[src/irf_pkg.sv]
// Package for the interrupt request pin front end.
// Assumes one clock (pclk) and an APB register slave in the same domain.
package irf_pkg;

   // ------------------------------------------------------------
   // Register map (byte addresses)
   // ------------------------------------------------------------
   localparam logic [7:0] IRF_CFG_ADDR    = 8'h00;
   localparam logic [7:0] IRF_STATUS_ADDR = 8'h04;
   localparam logic [7:0] IRF_ACK_ADDR    = 8'h08;

   // ------------------------------------------------------------
   // Configuration fields
   // ------------------------------------------------------------
   localparam int IRF_CFG_EDGE_LSB  = 0;   // 4 bits, 1 = edge mode
   localparam int IRF_CFG_ACKC_BIT  = 4;   // line c acts as ack out a
   localparam int IRF_CFG_ACKD_BIT  = 5;   // line d acts as ack out b
   localparam int IRF_CFG_CASC_BIT  = 6;   // subordinate cascade mode
   localparam int IRF_CFG_W         = 7;
   localparam logic [6:0] IRF_CFG_RST = 7'h00;

   // ------------------------------------------------------------
   // Status fields
   // ------------------------------------------------------------
   localparam int IRF_ST_REQ_LSB = 0;      // 4 bits pending requests
   localparam int IRF_ST_NMI_BIT = 4;      // non-maskable pending

   // ------------------------------------------------------------
   // Vectors and widths
   // ------------------------------------------------------------
   localparam logic [7:0] IRF_NMI_VECTOR = 8'h02;
   localparam int         IRF_NLINES     = 4;

   // Acknowledge pulse length in cycles
   localparam logic [1:0] IRF_ACK_CYCLES = 2'h1;

endpackage : irf_pkg

[src/irf_sync.sv]
// Two-flop synchroniser bank for request pins.
// Assumes inputs may change at any time relative to pclk.
`timescale 1ns/100ps
module irf_sync
   import irf_pkg::*;
#(
   parameter int W = 5
)(
   input  wire logic         pclk,
   input  wire logic         presetn,
   input  wire logic [W-1:0] d,
   output logic      [W-1:0] q
);

   typedef struct packed {
      logic [W-1:0] s1;
      logic [W-1:0] s2;
   } irf_sync_t;

   irf_sync_t st_r;
   irf_sync_t st_nxt;

   // First stage feeds only the second stage
   always_comb
   begin
      st_nxt    = st_r;
      st_nxt.s1 = d;
      st_nxt.s2 = st_r.s1;
   end

   always_ff @(posedge pclk or negedge presetn)
   begin
      if (!presetn)
         st_r <= '0;
      else
         st_r <= st_nxt;
   end

   assign q = st_r.s2;

endmodule : irf_sync

[src/irf_front_end.sv]
// Interrupt request pin front end: NMI and four maskable request pins.
// Assumes pins driven by outside devices, APB master in pclk domain.
`timescale 1ns/100ps
module irf_front_end
   import irf_pkg::*;
(
   input  wire logic        pclk,
   input  wire logic        presetn,
   // APB slave
   input  wire logic        psel,
   input  wire logic        penable,
   input  wire logic        pwrite,
   input  wire logic [7:0]  paddr,
   input  wire logic [31:0] pwdata,
   output logic      [31:0] prdata,
   output logic             pready,
   output logic             pslverr,
   // Pins
   input  wire logic        nmi_pin,
   input  wire logic        request_line_a,
   input  wire logic        request_line_b_or_cascade_select,
   input  wire logic        request_line_c_or_ack_out_a_in,
   output logic             request_line_c_or_ack_out_a_out,
   output logic             request_line_c_or_ack_out_a_oe,
   input  wire logic        request_line_d_or_ack_out_b_in,
   output logic             request_line_d_or_ack_out_b_out,
   output logic             request_line_d_or_ack_out_b_oe,
   // Core side
   input  wire logic        instr_boundary,
   input  wire logic        ack_line_c,
   input  wire logic        ack_line_d,
   output logic             nmi_take,
   output logic [7:0]       nmi_vector,
   output logic [3:0]       req_level,
   output logic             cascade_mode,
   output logic             cascade_select
);

   // ------------------------------------------------------------
   // State
   // ------------------------------------------------------------
   typedef struct packed {
      logic [IRF_CFG_W-1:0] cfg;
      logic [3:0]           prev;
      logic [3:0]           pend;
      logic                 nmi_prev;
      logic                 nmi_pend;
      logic                 nmi_take;
      logic [1:0]           ack_c_cnt;
      logic [1:0]           ack_d_cnt;
      logic [31:0]          rdata;
   } irf_state_t;

   irf_state_t st_r;
   irf_state_t st_nxt;

   logic [4:0] sync_q;
   logic [3:0] req_sync;
   logic       nmi_sync;
   logic [3:0] edge_mode;
   logic       ack_c_en;
   logic       ack_d_en;
   logic       wr_en;
   logic       rd_en;
   logic       addr_ok;
   logic [3:0] clr_req;
   logic [3:0] pin_vec;
   logic [3:0] line_ok;

   assign pin_vec = {request_line_d_or_ack_out_b_in,
                     request_line_c_or_ack_out_a_in,
                     request_line_b_or_cascade_select,
                     request_line_a};

   // ------------------------------------------------------------
   // Synchronisers
   // ------------------------------------------------------------
   irf_sync #(.W(5)) u_sync (
      .pclk    (pclk),
      .presetn (presetn),
      .d       ({nmi_pin, pin_vec}),
      .q       (sync_q)
   );

   assign req_sync = sync_q[3:0];
   assign nmi_sync = sync_q[4];

   assign edge_mode = st_r.cfg[IRF_CFG_EDGE_LSB +: 4];
   assign ack_c_en  = st_r.cfg[IRF_CFG_ACKC_BIT];
   assign ack_d_en  = st_r.cfg[IRF_CFG_ACKD_BIT];
   assign cascade_mode = st_r.cfg[IRF_CFG_CASC_BIT];

   // Lines in ack role, and lines b to d in cascade mode, do not request
   assign line_ok = {~ack_d_en & ~cascade_mode,
                     ~ack_c_en & ~cascade_mode,
                     ~cascade_mode,
                     1'b1};

   // ------------------------------------------------------------
   // APB decode
   // ------------------------------------------------------------
   assign addr_ok = (paddr == IRF_CFG_ADDR) || (paddr == IRF_STATUS_ADDR)
                 || (paddr == IRF_ACK_ADDR);
   assign wr_en   = psel & penable & pwrite;
   assign rd_en   = psel & ~penable & ~pwrite;
   assign clr_req = (wr_en && paddr == IRF_ACK_ADDR) ? pwdata[3:0] : 4'h0;

   // ------------------------------------------------------------
   // Next state
   // ------------------------------------------------------------
   always_comb
   begin
      st_nxt          = st_r;
      st_nxt.prev     = req_sync;
      st_nxt.nmi_prev = nmi_sync;
      st_nxt.nmi_take = 1'b0;

      // Config holds no NMI mask bit by design
      if (wr_en && paddr == IRF_CFG_ADDR)
         st_nxt.cfg = pwdata[IRF_CFG_W-1:0];

      for (int i = 0; i < IRF_NLINES; i++)
      begin
         if (edge_mode[i])
         begin
            // Clear first so a same-cycle edge wins
            if (clr_req[i])
               st_nxt.pend[i] = 1'b0;
            if (req_sync[i] & ~st_r.prev[i] & line_ok[i])
               st_nxt.pend[i] = 1'b1;
         end
         else
            st_nxt.pend[i] = req_sync[i] & line_ok[i];
      end

      // NMI: set wins over take; take only on a boundary
      if (st_r.nmi_pend && instr_boundary)
      begin
         st_nxt.nmi_pend = 1'b0;
         st_nxt.nmi_take = 1'b1;
      end
      if (nmi_sync && !st_r.nmi_prev)
         st_nxt.nmi_pend = 1'b1;

      // Acknowledge pulses
      if (st_r.ack_c_cnt != 2'h0)
         st_nxt.ack_c_cnt = st_r.ack_c_cnt - 2'h1;
      if (st_r.ack_d_cnt != 2'h0)
         st_nxt.ack_d_cnt = st_r.ack_d_cnt - 2'h1;
      if (ack_line_c && ack_c_en && !cascade_mode)
         st_nxt.ack_c_cnt = IRF_ACK_CYCLES;
      if (ack_line_d && ack_d_en && !cascade_mode)
         st_nxt.ack_d_cnt = IRF_ACK_CYCLES;

      if (rd_en)
      begin
         st_nxt.rdata = 32'h0;
         case (paddr)
            IRF_CFG_ADDR:
               st_nxt.rdata[IRF_CFG_W-1:0] = st_r.cfg;
            IRF_STATUS_ADDR:
            begin
               st_nxt.rdata[IRF_ST_REQ_LSB +: 4] = st_r.pend;
               st_nxt.rdata[IRF_ST_NMI_BIT]      = st_r.nmi_pend;
            end
            default:
               st_nxt.rdata = 32'h0;
         endcase
      end
   end

   always_ff @(posedge pclk or negedge presetn)
   begin
      if (!presetn)
      begin
         st_r     <= '0;
         st_r.cfg <= IRF_CFG_RST;
      end
      else
         st_r <= st_nxt;
   end

   // ------------------------------------------------------------
   // Outputs
   // ------------------------------------------------------------
   // Zero-wait slave keeps the master simple
   assign pready  = 1'b1;
   assign pslverr = psel & penable & ~addr_ok;
   assign prdata  = st_r.rdata;

   assign nmi_take   = st_r.nmi_take;
   assign nmi_vector = IRF_NMI_VECTOR;
   assign req_level  = st_r.pend;
   assign cascade_select = cascade_mode & req_sync[1];

   assign request_line_c_or_ack_out_a_oe  = ack_c_en & ~cascade_mode;
   assign request_line_c_or_ack_out_a_out = (st_r.ack_c_cnt == 2'h0);
   assign request_line_d_or_ack_out_b_oe  = ack_d_en & ~cascade_mode;
   assign request_line_d_or_ack_out_b_out = (st_r.ack_d_cnt == 2'h0);
endmodule : irf_front_end

[config.mk]
export PLATFORM = sky130hd
export DESIGN_NAME = irf_front_end
export DESIGN_NICKNAME = d
export VERILOG_FILES = /design/src/irf_pkg.sv /design/src/irf_sync.sv /design/src/irf_front_end.sv
export SDC_FILE = /design/constraint.sdc
export NUM_CORES = 1
export LEC_CHECK = 0
export BUFFER_PORTS_ARGS = -buffer_cell sky130_fd_sc_hd__clkbuf_2
export CAP_MARGIN = 20
export CORE_MARGIN = 4
export CORE_UTILIZATION = 44
export DETAILED_ROUTE_END_ITERATION = 16
export GPL_TIMING_DRIVEN = 0
export HOLD_SLACK_MARGIN = 0.05
export PLACE_DENSITY_LB_ADDON = 0.1
export SLEW_MARGIN = 20
export SYNTH_ARGS = -nofsm -noshare
export SYNTH_HDL_FRONTEND = slang
export SYNTH_HIERARCHICAL = 1
export SYNTH_SLANG_ARGS = --single-unit
export TNS_END_PERCENT = 30
[constraint.sdc]
create_clock -name pclk -period 1.61 [get_ports pclk]
set_clock_uncertainty 0.1 [all_clocks]
set_input_delay 0.322 -clock pclk [delete_from_list [all_inputs] [get_ports pclk]]
set_output_delay 0.322 -clock pclk [all_outputs]
set_load 0.02 [all_outputs]
==> results of run 1 <==
[power groups by stage]
stage                     sequential [mW]  combinational (mW)  clock [mW]
final                                1.11               0.621       0.955
after global routing                 1.13               0.704        1.02
after CTS                            1.11               0.572       0.986
after detailed placement             1.13               0.553           0
after global placement               1.13               0.549           0
after floorplan                      1.13               0.433           0
[area by class of cell]
| cell class | count | area [sq um] |
|---|---|---|
| tap | 50 | 62.6 |
| timing repair buffer | 51 | 294 |
| inverter | 8 | 30.0 |
| fill | 356 | 1510 |
| multi-input combinational | 111 | 712 |
| buffer | 49 | 362 |
| sequential | 39 | 977 |
| clock buffer | 5 | 68.8 |
| clock inverter | 3 | 67.6 |
[cells in the mapped netlist, types with 2 or more instances]
cell type / number
a21oi_1: 5
a31oi_1: 3
a32oi_1: 2
and2_1: 2
buf_4: 45
clkbuf_1: 3
conb_1: 2
dfrtp_1: 39
ha_1: 2
inv_1: 8
mux2_2: 7
mux2i_1: 5
nand2_1: 19
nand3_1: 4
nor2_1: 5
nor2b_1: 2
o31ai_1: 5
o41ai_1: 2
or2_2: 2
xor2_1: 2
[cell families after synthesis]
kind of cell	share of synthesized area
AND/OR/NAND/NOR	0.113
XOR/XNOR	0.00924
adder cells (fa/ha/maj)	0.0132
flip-flops	0.515
AO/OA/AOI/OAI	0.0726
buffers and inverters	0.206
multiplexers	0.0679
other	0.00396
[sequential cells by signal (all words and copies together) (netlist names)]
name and cells:
ack_c_en 1, st_r 10, nmi_take 1, u_sync/st_nxt 5
ack_d_en 1, cascade_mode 1, prdata 7, edge_mode 4
req_level 4, u_sync/q 5
[layer usage]
layer / up-vias / global-route usage / wire, microns
met5: - / 0 / 0
met4: 0 / 0.0463 / 32
met3: 6 / 0.0479 / 364
met2: 55 / 0.217 / 1650
met1: 589 / 0.154 / 1420
li1: 683 / - / -
[worst reg2reg max path: stages (launching register included)]
cell and delay, ns:
dfrtp_2 0.49, inv_1 0.11, o41ai_2 0.33
[worst max-delay path by stage]
stage / start / endpoint / cells past startpoint
6_report: paddr[4] / pslverr / 5
5_1_grt: paddr[4] / pslverr / 5
4_1_cts: paddr[4] / pslverr / 5
3_5_place_dp: paddr[1] / req_level[1]$_DFFE_PN0P_ / 4
3_3_place_gp: paddr[1] / edge_mode[3]$_DFFE_PN0P_ / 4
2_1_floorplan: paddr[1] / ack_c_en$_DFFE_PN0P_ / 3
[metrics by stage]
| step | total power, mW | std cells | setup slack [ns] | hold WS, ns |
|---|---|---|---|---|
| finish | 2.69 | 316 | -0.117 | 0.0555 |
| global route | 2.85 | 316 | -0.127 | 0.0984 |
| floorplan | 1.56 | 207 | -0.294 | -0.0736 |
| global placement | 1.68 | 302 | -0.560 | 0.233 |
| detailed placement | 1.69 | 302 | -0.621 | 0.238 |
| CTS | 2.67 | 316 | -0.125 | 0.0878 |
[timing repair]
action | in CTS | in global routing
hold buffers | 5 | 0
buffers inserted | 1 | 0
pin swaps | 3 | 1
resized for setup | 14 | 9
endpoints found under the setup margin | 16 | 17
endpoints found under the hold margin | 5 | 0
==> qor.yml, run 1 <==
run_status:
  result_of_the_run: "finished with violations"
  violations_in_the_final_reports: "setup timing"
sta:
  setup_viol: 3
  fmax_mhz: 579
  worst-slew-pin-transition_ns: 0.921
  min_period_over_period: 1.07
  layout_min_cycle_time_ns: 1.73
  grt_setup_unrepaired: "true"
  worst_slack_ns: -0.117
  final_hold_viol_count: 0
  totalNegativeSetupSlack_ns: -0.139
  maxSlewViolCount: 0
  slew_headroom: 0.386
critical_path:
  data_arrival_time_of_the_worst_path_ns: 1.30
  worst_path_dominant_cell_family: "simple AND/OR/NAND/NOR gates"
  crit_required_ns: 1.19
  cp_slowest_cell: "or4_4"
  crit_path_cell_trace: "clkbuf_2, or4_4, nor2_1, a21oi_1, buf_4"
  rr_endpoint: "prdata[6]$_DFFE_PN0P_"
  worst-r2r-setup-slack_ns: 0.48
  worstRegToRegCells: 2
  setup.worst_path.class: "in2out"
  cp_capture_type: "output port"
  crit_path_max_fanout: 4
  worstPathBufferInverterCount: 2
  setup.worst_path.start_class: "input pin"
  cp_slowest_stage_delay_ns: 0.57
  crit-reg2reg-launch: "cascade_mode$_DFFE_PN0P_"
global_routing:
  globalRouteTotalUtil: 0.130
  grt.overflow.total: 0
  largest_net_degree_at_the_start_of_global_routing: 40
  grt_pass1_wl_microns: 5400
  vias_in_the_first_global_route: 1197
  grt_antenna_before_repair: 0
clock_tree:
  cts.root.buffer_cell: "clkbuf_8"
  cts_tree: "yes"
  clkSlewWorstSetupHoldPaths_ns: 0.07
  cts_sinks: 39
  cts-buffers-inserted: 5
  cts-htree-levels: 2
  max-clock-path-buffers: 2
  clock_latency_ns: 0.29
power_and_ir_drop:
  reg_power_frac: 0.414
  power.combinational.fraction: 0.231
  power_switching_mw: 0.718
  power.density_cell_area_nw_per_um2: 1050
  leakagePower_nw: 1.38
  power.clock.fraction: 0.355
  switching_share: 0.267
  vdd_ir_drop_max_v: 0.000807
  p_int_mw: 1.97
die:
  pin_count: 106
  floorplan.core_area_sq_um: 4090
  floorplan.die_area_sq_um: 5430
  die_x_microns: 73.7
  dieHeight_microns: 73.7
  placement_rows: 23
  initial_core_util: 0.464
synthesis:
  synth.cell_area_sq_um: 1900
  cells_after_synthesis: 175
  synth_area_leaders: "dfrtp_1 51%, buf_4 18%, mux2_2 4.2%"
  ys_ff_latch: 39
  synth_area_per_cell_sq_um: 10.8
  synth_seq_area_share: 0.515
  synth.lib_cells_used.distinct: 31
  post_synth_edffs: 0
  synth_top_cell_by_area: "dfrtp_1"
  synth_top_area_share: 0.515
  ys_dominant_reg_cell: "dfrtp_1"
  async_flop_share: 1.00
  synth_warnings: 6
layout:
  most-common-layout-cells: "48 x buf_4, 43 x clkbuf_2, 38 x dfrtp_1"
  diodes: 0
  drive_gt1_frac: 0.451
  final_core_util: 0.630
  design.final.nets: 320
  finalInstanceArea_sq_um: 2570
  area_delta_synth_final_pct: 35.7
  layout.cells.most_common: "buf_4"
place:
  place.gp.congestion: 0.722
  hpwl_microns: 2610
  placed_area_sq_um: 2300
  place.port_buffers: 45
hold_path:
  worstHoldPathType: "in2async"
job:
  cap_violations: 0
detailed_routing:
  count_of_routing_violations_after_the_opening_detailed_route_iteration: 31
  via_count: 1333
  drtAntennaViolNets: 0
  via_cell_ratio: 4.22
  drtPass1Iterations: 4
  avgRoutedWirePerCell_microns: 11.0
  wl_microns: 3470
  route.detailed.drc: 0
Power figures use the tool's default switching activity.
==> inputs of run 2 (changes only) <==
Settings changed: RECOVER_POWER from default to 100.
==> qor.yml, run 2 (synthesized netlist as in run 1, its figures left out) <==
layout:
  drive_gt1_frac: 0.395
  final_core_util: 0.621
  non_filler_instance_count_after_layout: 316
  design.final.nets: 320
  registers.top_by_ff_count: "st_r"
  seq_area_sq_um: 976
  layout.cells.most_common: "buf_4"
  area_of_the_multi_input_gates_sq_um: 697
  area_delta_synth_final_pct: 33.8
  largest_register_ffs: 10
  filler_cell_count: 370
  diodes: 0
  most-common-layout-cells: "49 x buf_4, 39 x dfrtp_1, 34 x conb_1"
hold_path:
  worstHoldPathType: "in2async"
sta:
  worst-slew-pin-transition_ns: 0.921
  maxSlewViolCount: 0
  worst_slack_ns: -0.117
  fmax_mhz: 579
  slew_headroom: 0.386
  layout_min_cycle_time_ns: 1.73
  setup_viol: 4
  grt_setup_unrepaired: "true"
  min_period_over_period: 1.07
  final_hold_viol_count: 0
critical_path:
  cp_slowest_stage_delay_ns: 0.57
  crit_path_cell_trace: "clkbuf_2, or4_4, nor2_1, a21oi_1, buf_4"
  crit-reg2reg-launch: "cascade_mode$_DFFE_PN0P_"
  startpoint: "paddr[4]"
  crit_path_max_fanout: 4
  setup.worst_path.start_class: "input pin"
  setup.worst_path.class: "in2out"
  cp_capture_type: "output port"
  cp_slowest_cell: "or4_4"
  data_arrival_time_of_the_worst_path_ns: 1.30
  crit_required_ns: 1.19
clock_tree:
  clkSlewWorstSetupHoldPaths_ns: 0.07
  cts.root.buffer_cell: "clkbuf_8"
  max-clock-path-buffers: 2
  cts-buffers-inserted: 5
  cts_sinks: 39
  cts-htree-levels: 2
  cts_tree: "yes"
  clock_latency_ns: 0.29
die:
  die_x_microns: 73.7
  floorplan.die_area_sq_um: 5430
  dieHeight_microns: 73.7
  initial_core_util: 0.464
  placement_rows: 23
  pin_count: 106
  floorplan.core_area_sq_um: 4090
detailed_routing:
  via_cell_ratio: 4.23
  via_count: 1336
  wl_microns: 3470
  drtAntennaViolNets: 0
  count_of_routing_violations_after_the_opening_detailed_route_iteration: 29
  route.detailed.drc: 0
  avgRoutedWirePerCell_microns: 11.0
  drtPass1Iterations: 2
power_and_ir_drop:
  total_power_mw: 2.65
  reg_power_frac: 0.420
  vdd_ir_drop_max_v: 0.000796
  power_switching_mw: 0.707
  power.combinational.fraction: 0.219
  switching_share: 0.267
  leakagePower_nw: 1.34
  p_int_mw: 1.95
  power.clock.fraction: 0.361
  power.density_cell_area_nw_per_um2: 1040
place:
  dp_cells: 302
  hpwl_microns: 2610
  place.port_buffers: 45
  place.gp.congestion: 0.722
global_routing:
  grt_pass1_wl_microns: 5400
  grt_antenna_before_repair: 0
  largest_net_degree_at_the_start_of_global_routing: 40
  grt.overflow.total: 0
  globalRouteTotalUtil: 0.130
  vias_in_the_first_global_route: 1197
job:
  cap_violations: 0
run_status:
  result_of_the_run: "finished with violations"
  violations_in_the_final_reports: "setup timing"
run 2: power groups by stage:
stage	registers [mW]	logic [mW]	clock network, mW
2_1_floorplan	1.13	0.433	0
3_3_place_gp	1.13	0.549	0
3_5_place_dp	1.13	0.553	0
4_1_cts	1.11	0.572	0.986
5_1_grt	1.13	0.660	1.02
6_report	1.11	0.580	0.958
run 2: final timing paths:
| kind | endpoint | slack, ns | cells past startpoint |
|---|---|---|---|
| min in group pclk | st_r[33]$_DFFE_PN0P_ | 0.11 | 2 |
| hold / removal | prdata[4]$_DFFE_PN0P_ | 0.05 | 1 |
| setup / recovery | pslverr | -0.12 | 5 |
| setup reg to reg | prdata[6]$_DFFE_PN0P_ | 0.36 | 2 |
| hold reg to reg | u_sync/q[1]$_DFF_PN0_ | 0.25 | 0 |
| max in group asynchronous | cascade_mode$_DFFE_PN0P_ | 0.78 | 1 |
run 2: cell type report:
class | instances | area share
clock buffer | 5 | 0.0271
tap | 50 | 0.0246
buffer | 49 | 0.142
clock inverter | 3 | 0.0266
inverter | 8 | 0.0118
multi-input combinational | 111 | 0.275
sequential | 39 | 0.384
timing repair buffer | 51 | 0.108
run 2: timing repair:
| item | in CTS | in global routing |
|---|---|---|
| pin swaps | 3 | 1 |
| setup endpoints to repair | 16 | 17 |
| gates resized for setup | 14 | 9 |
| hold buffers | 5 | 0 |
| hold endpoints to repair | 5 | 0 |
| gates cloned | 0 | 0 |
| buffers inserted | 1 | 0 |
run 2: stage by stage:
step / TNS, ns / cell area (sq um) / hold slack (ns) / setup slack, ns
2_1_floorplan: -3.08 / 2020 / -0.0736 / -0.294
3_3_place_gp: -7.79 / 2300 / 0.233 / -0.560
3_5_place_dp: -8.33 / 2300 / 0.238 / -0.621
4_1_cts: -0.764 / 2550 / 0.0878 / -0.125
5_1_grt: -0.798 / 2540 / 0.0984 / -0.127
6_report: -0.171 / 2540 / 0.0525 / -0.117
run 2: per-layer routing:
| layer | track usage | vias to the layer above | routed length [microns] |
|---|---|---|---|
| met5 | 0 | - | 0 |
| met4 | 0.0463 | 0 | 37 |
| met3 | 0.0479 | 6 | 340 |
| met2 | 0.217 | 53 | 1610 |
| met1 | 0.154 | 592 | 1480 |
| li1 | - | 685 | - |
run 2: worst max-delay path: cells and delay by family:
| kind | cells | cell delay [ns] |
|---|---|---|
| AO/OA/AOI/OAI | 1 | 0.07 |
| buffers and inverters | 2 | 0.23 |
| AND/OR/NAND/NOR | 2 | 0.68 |
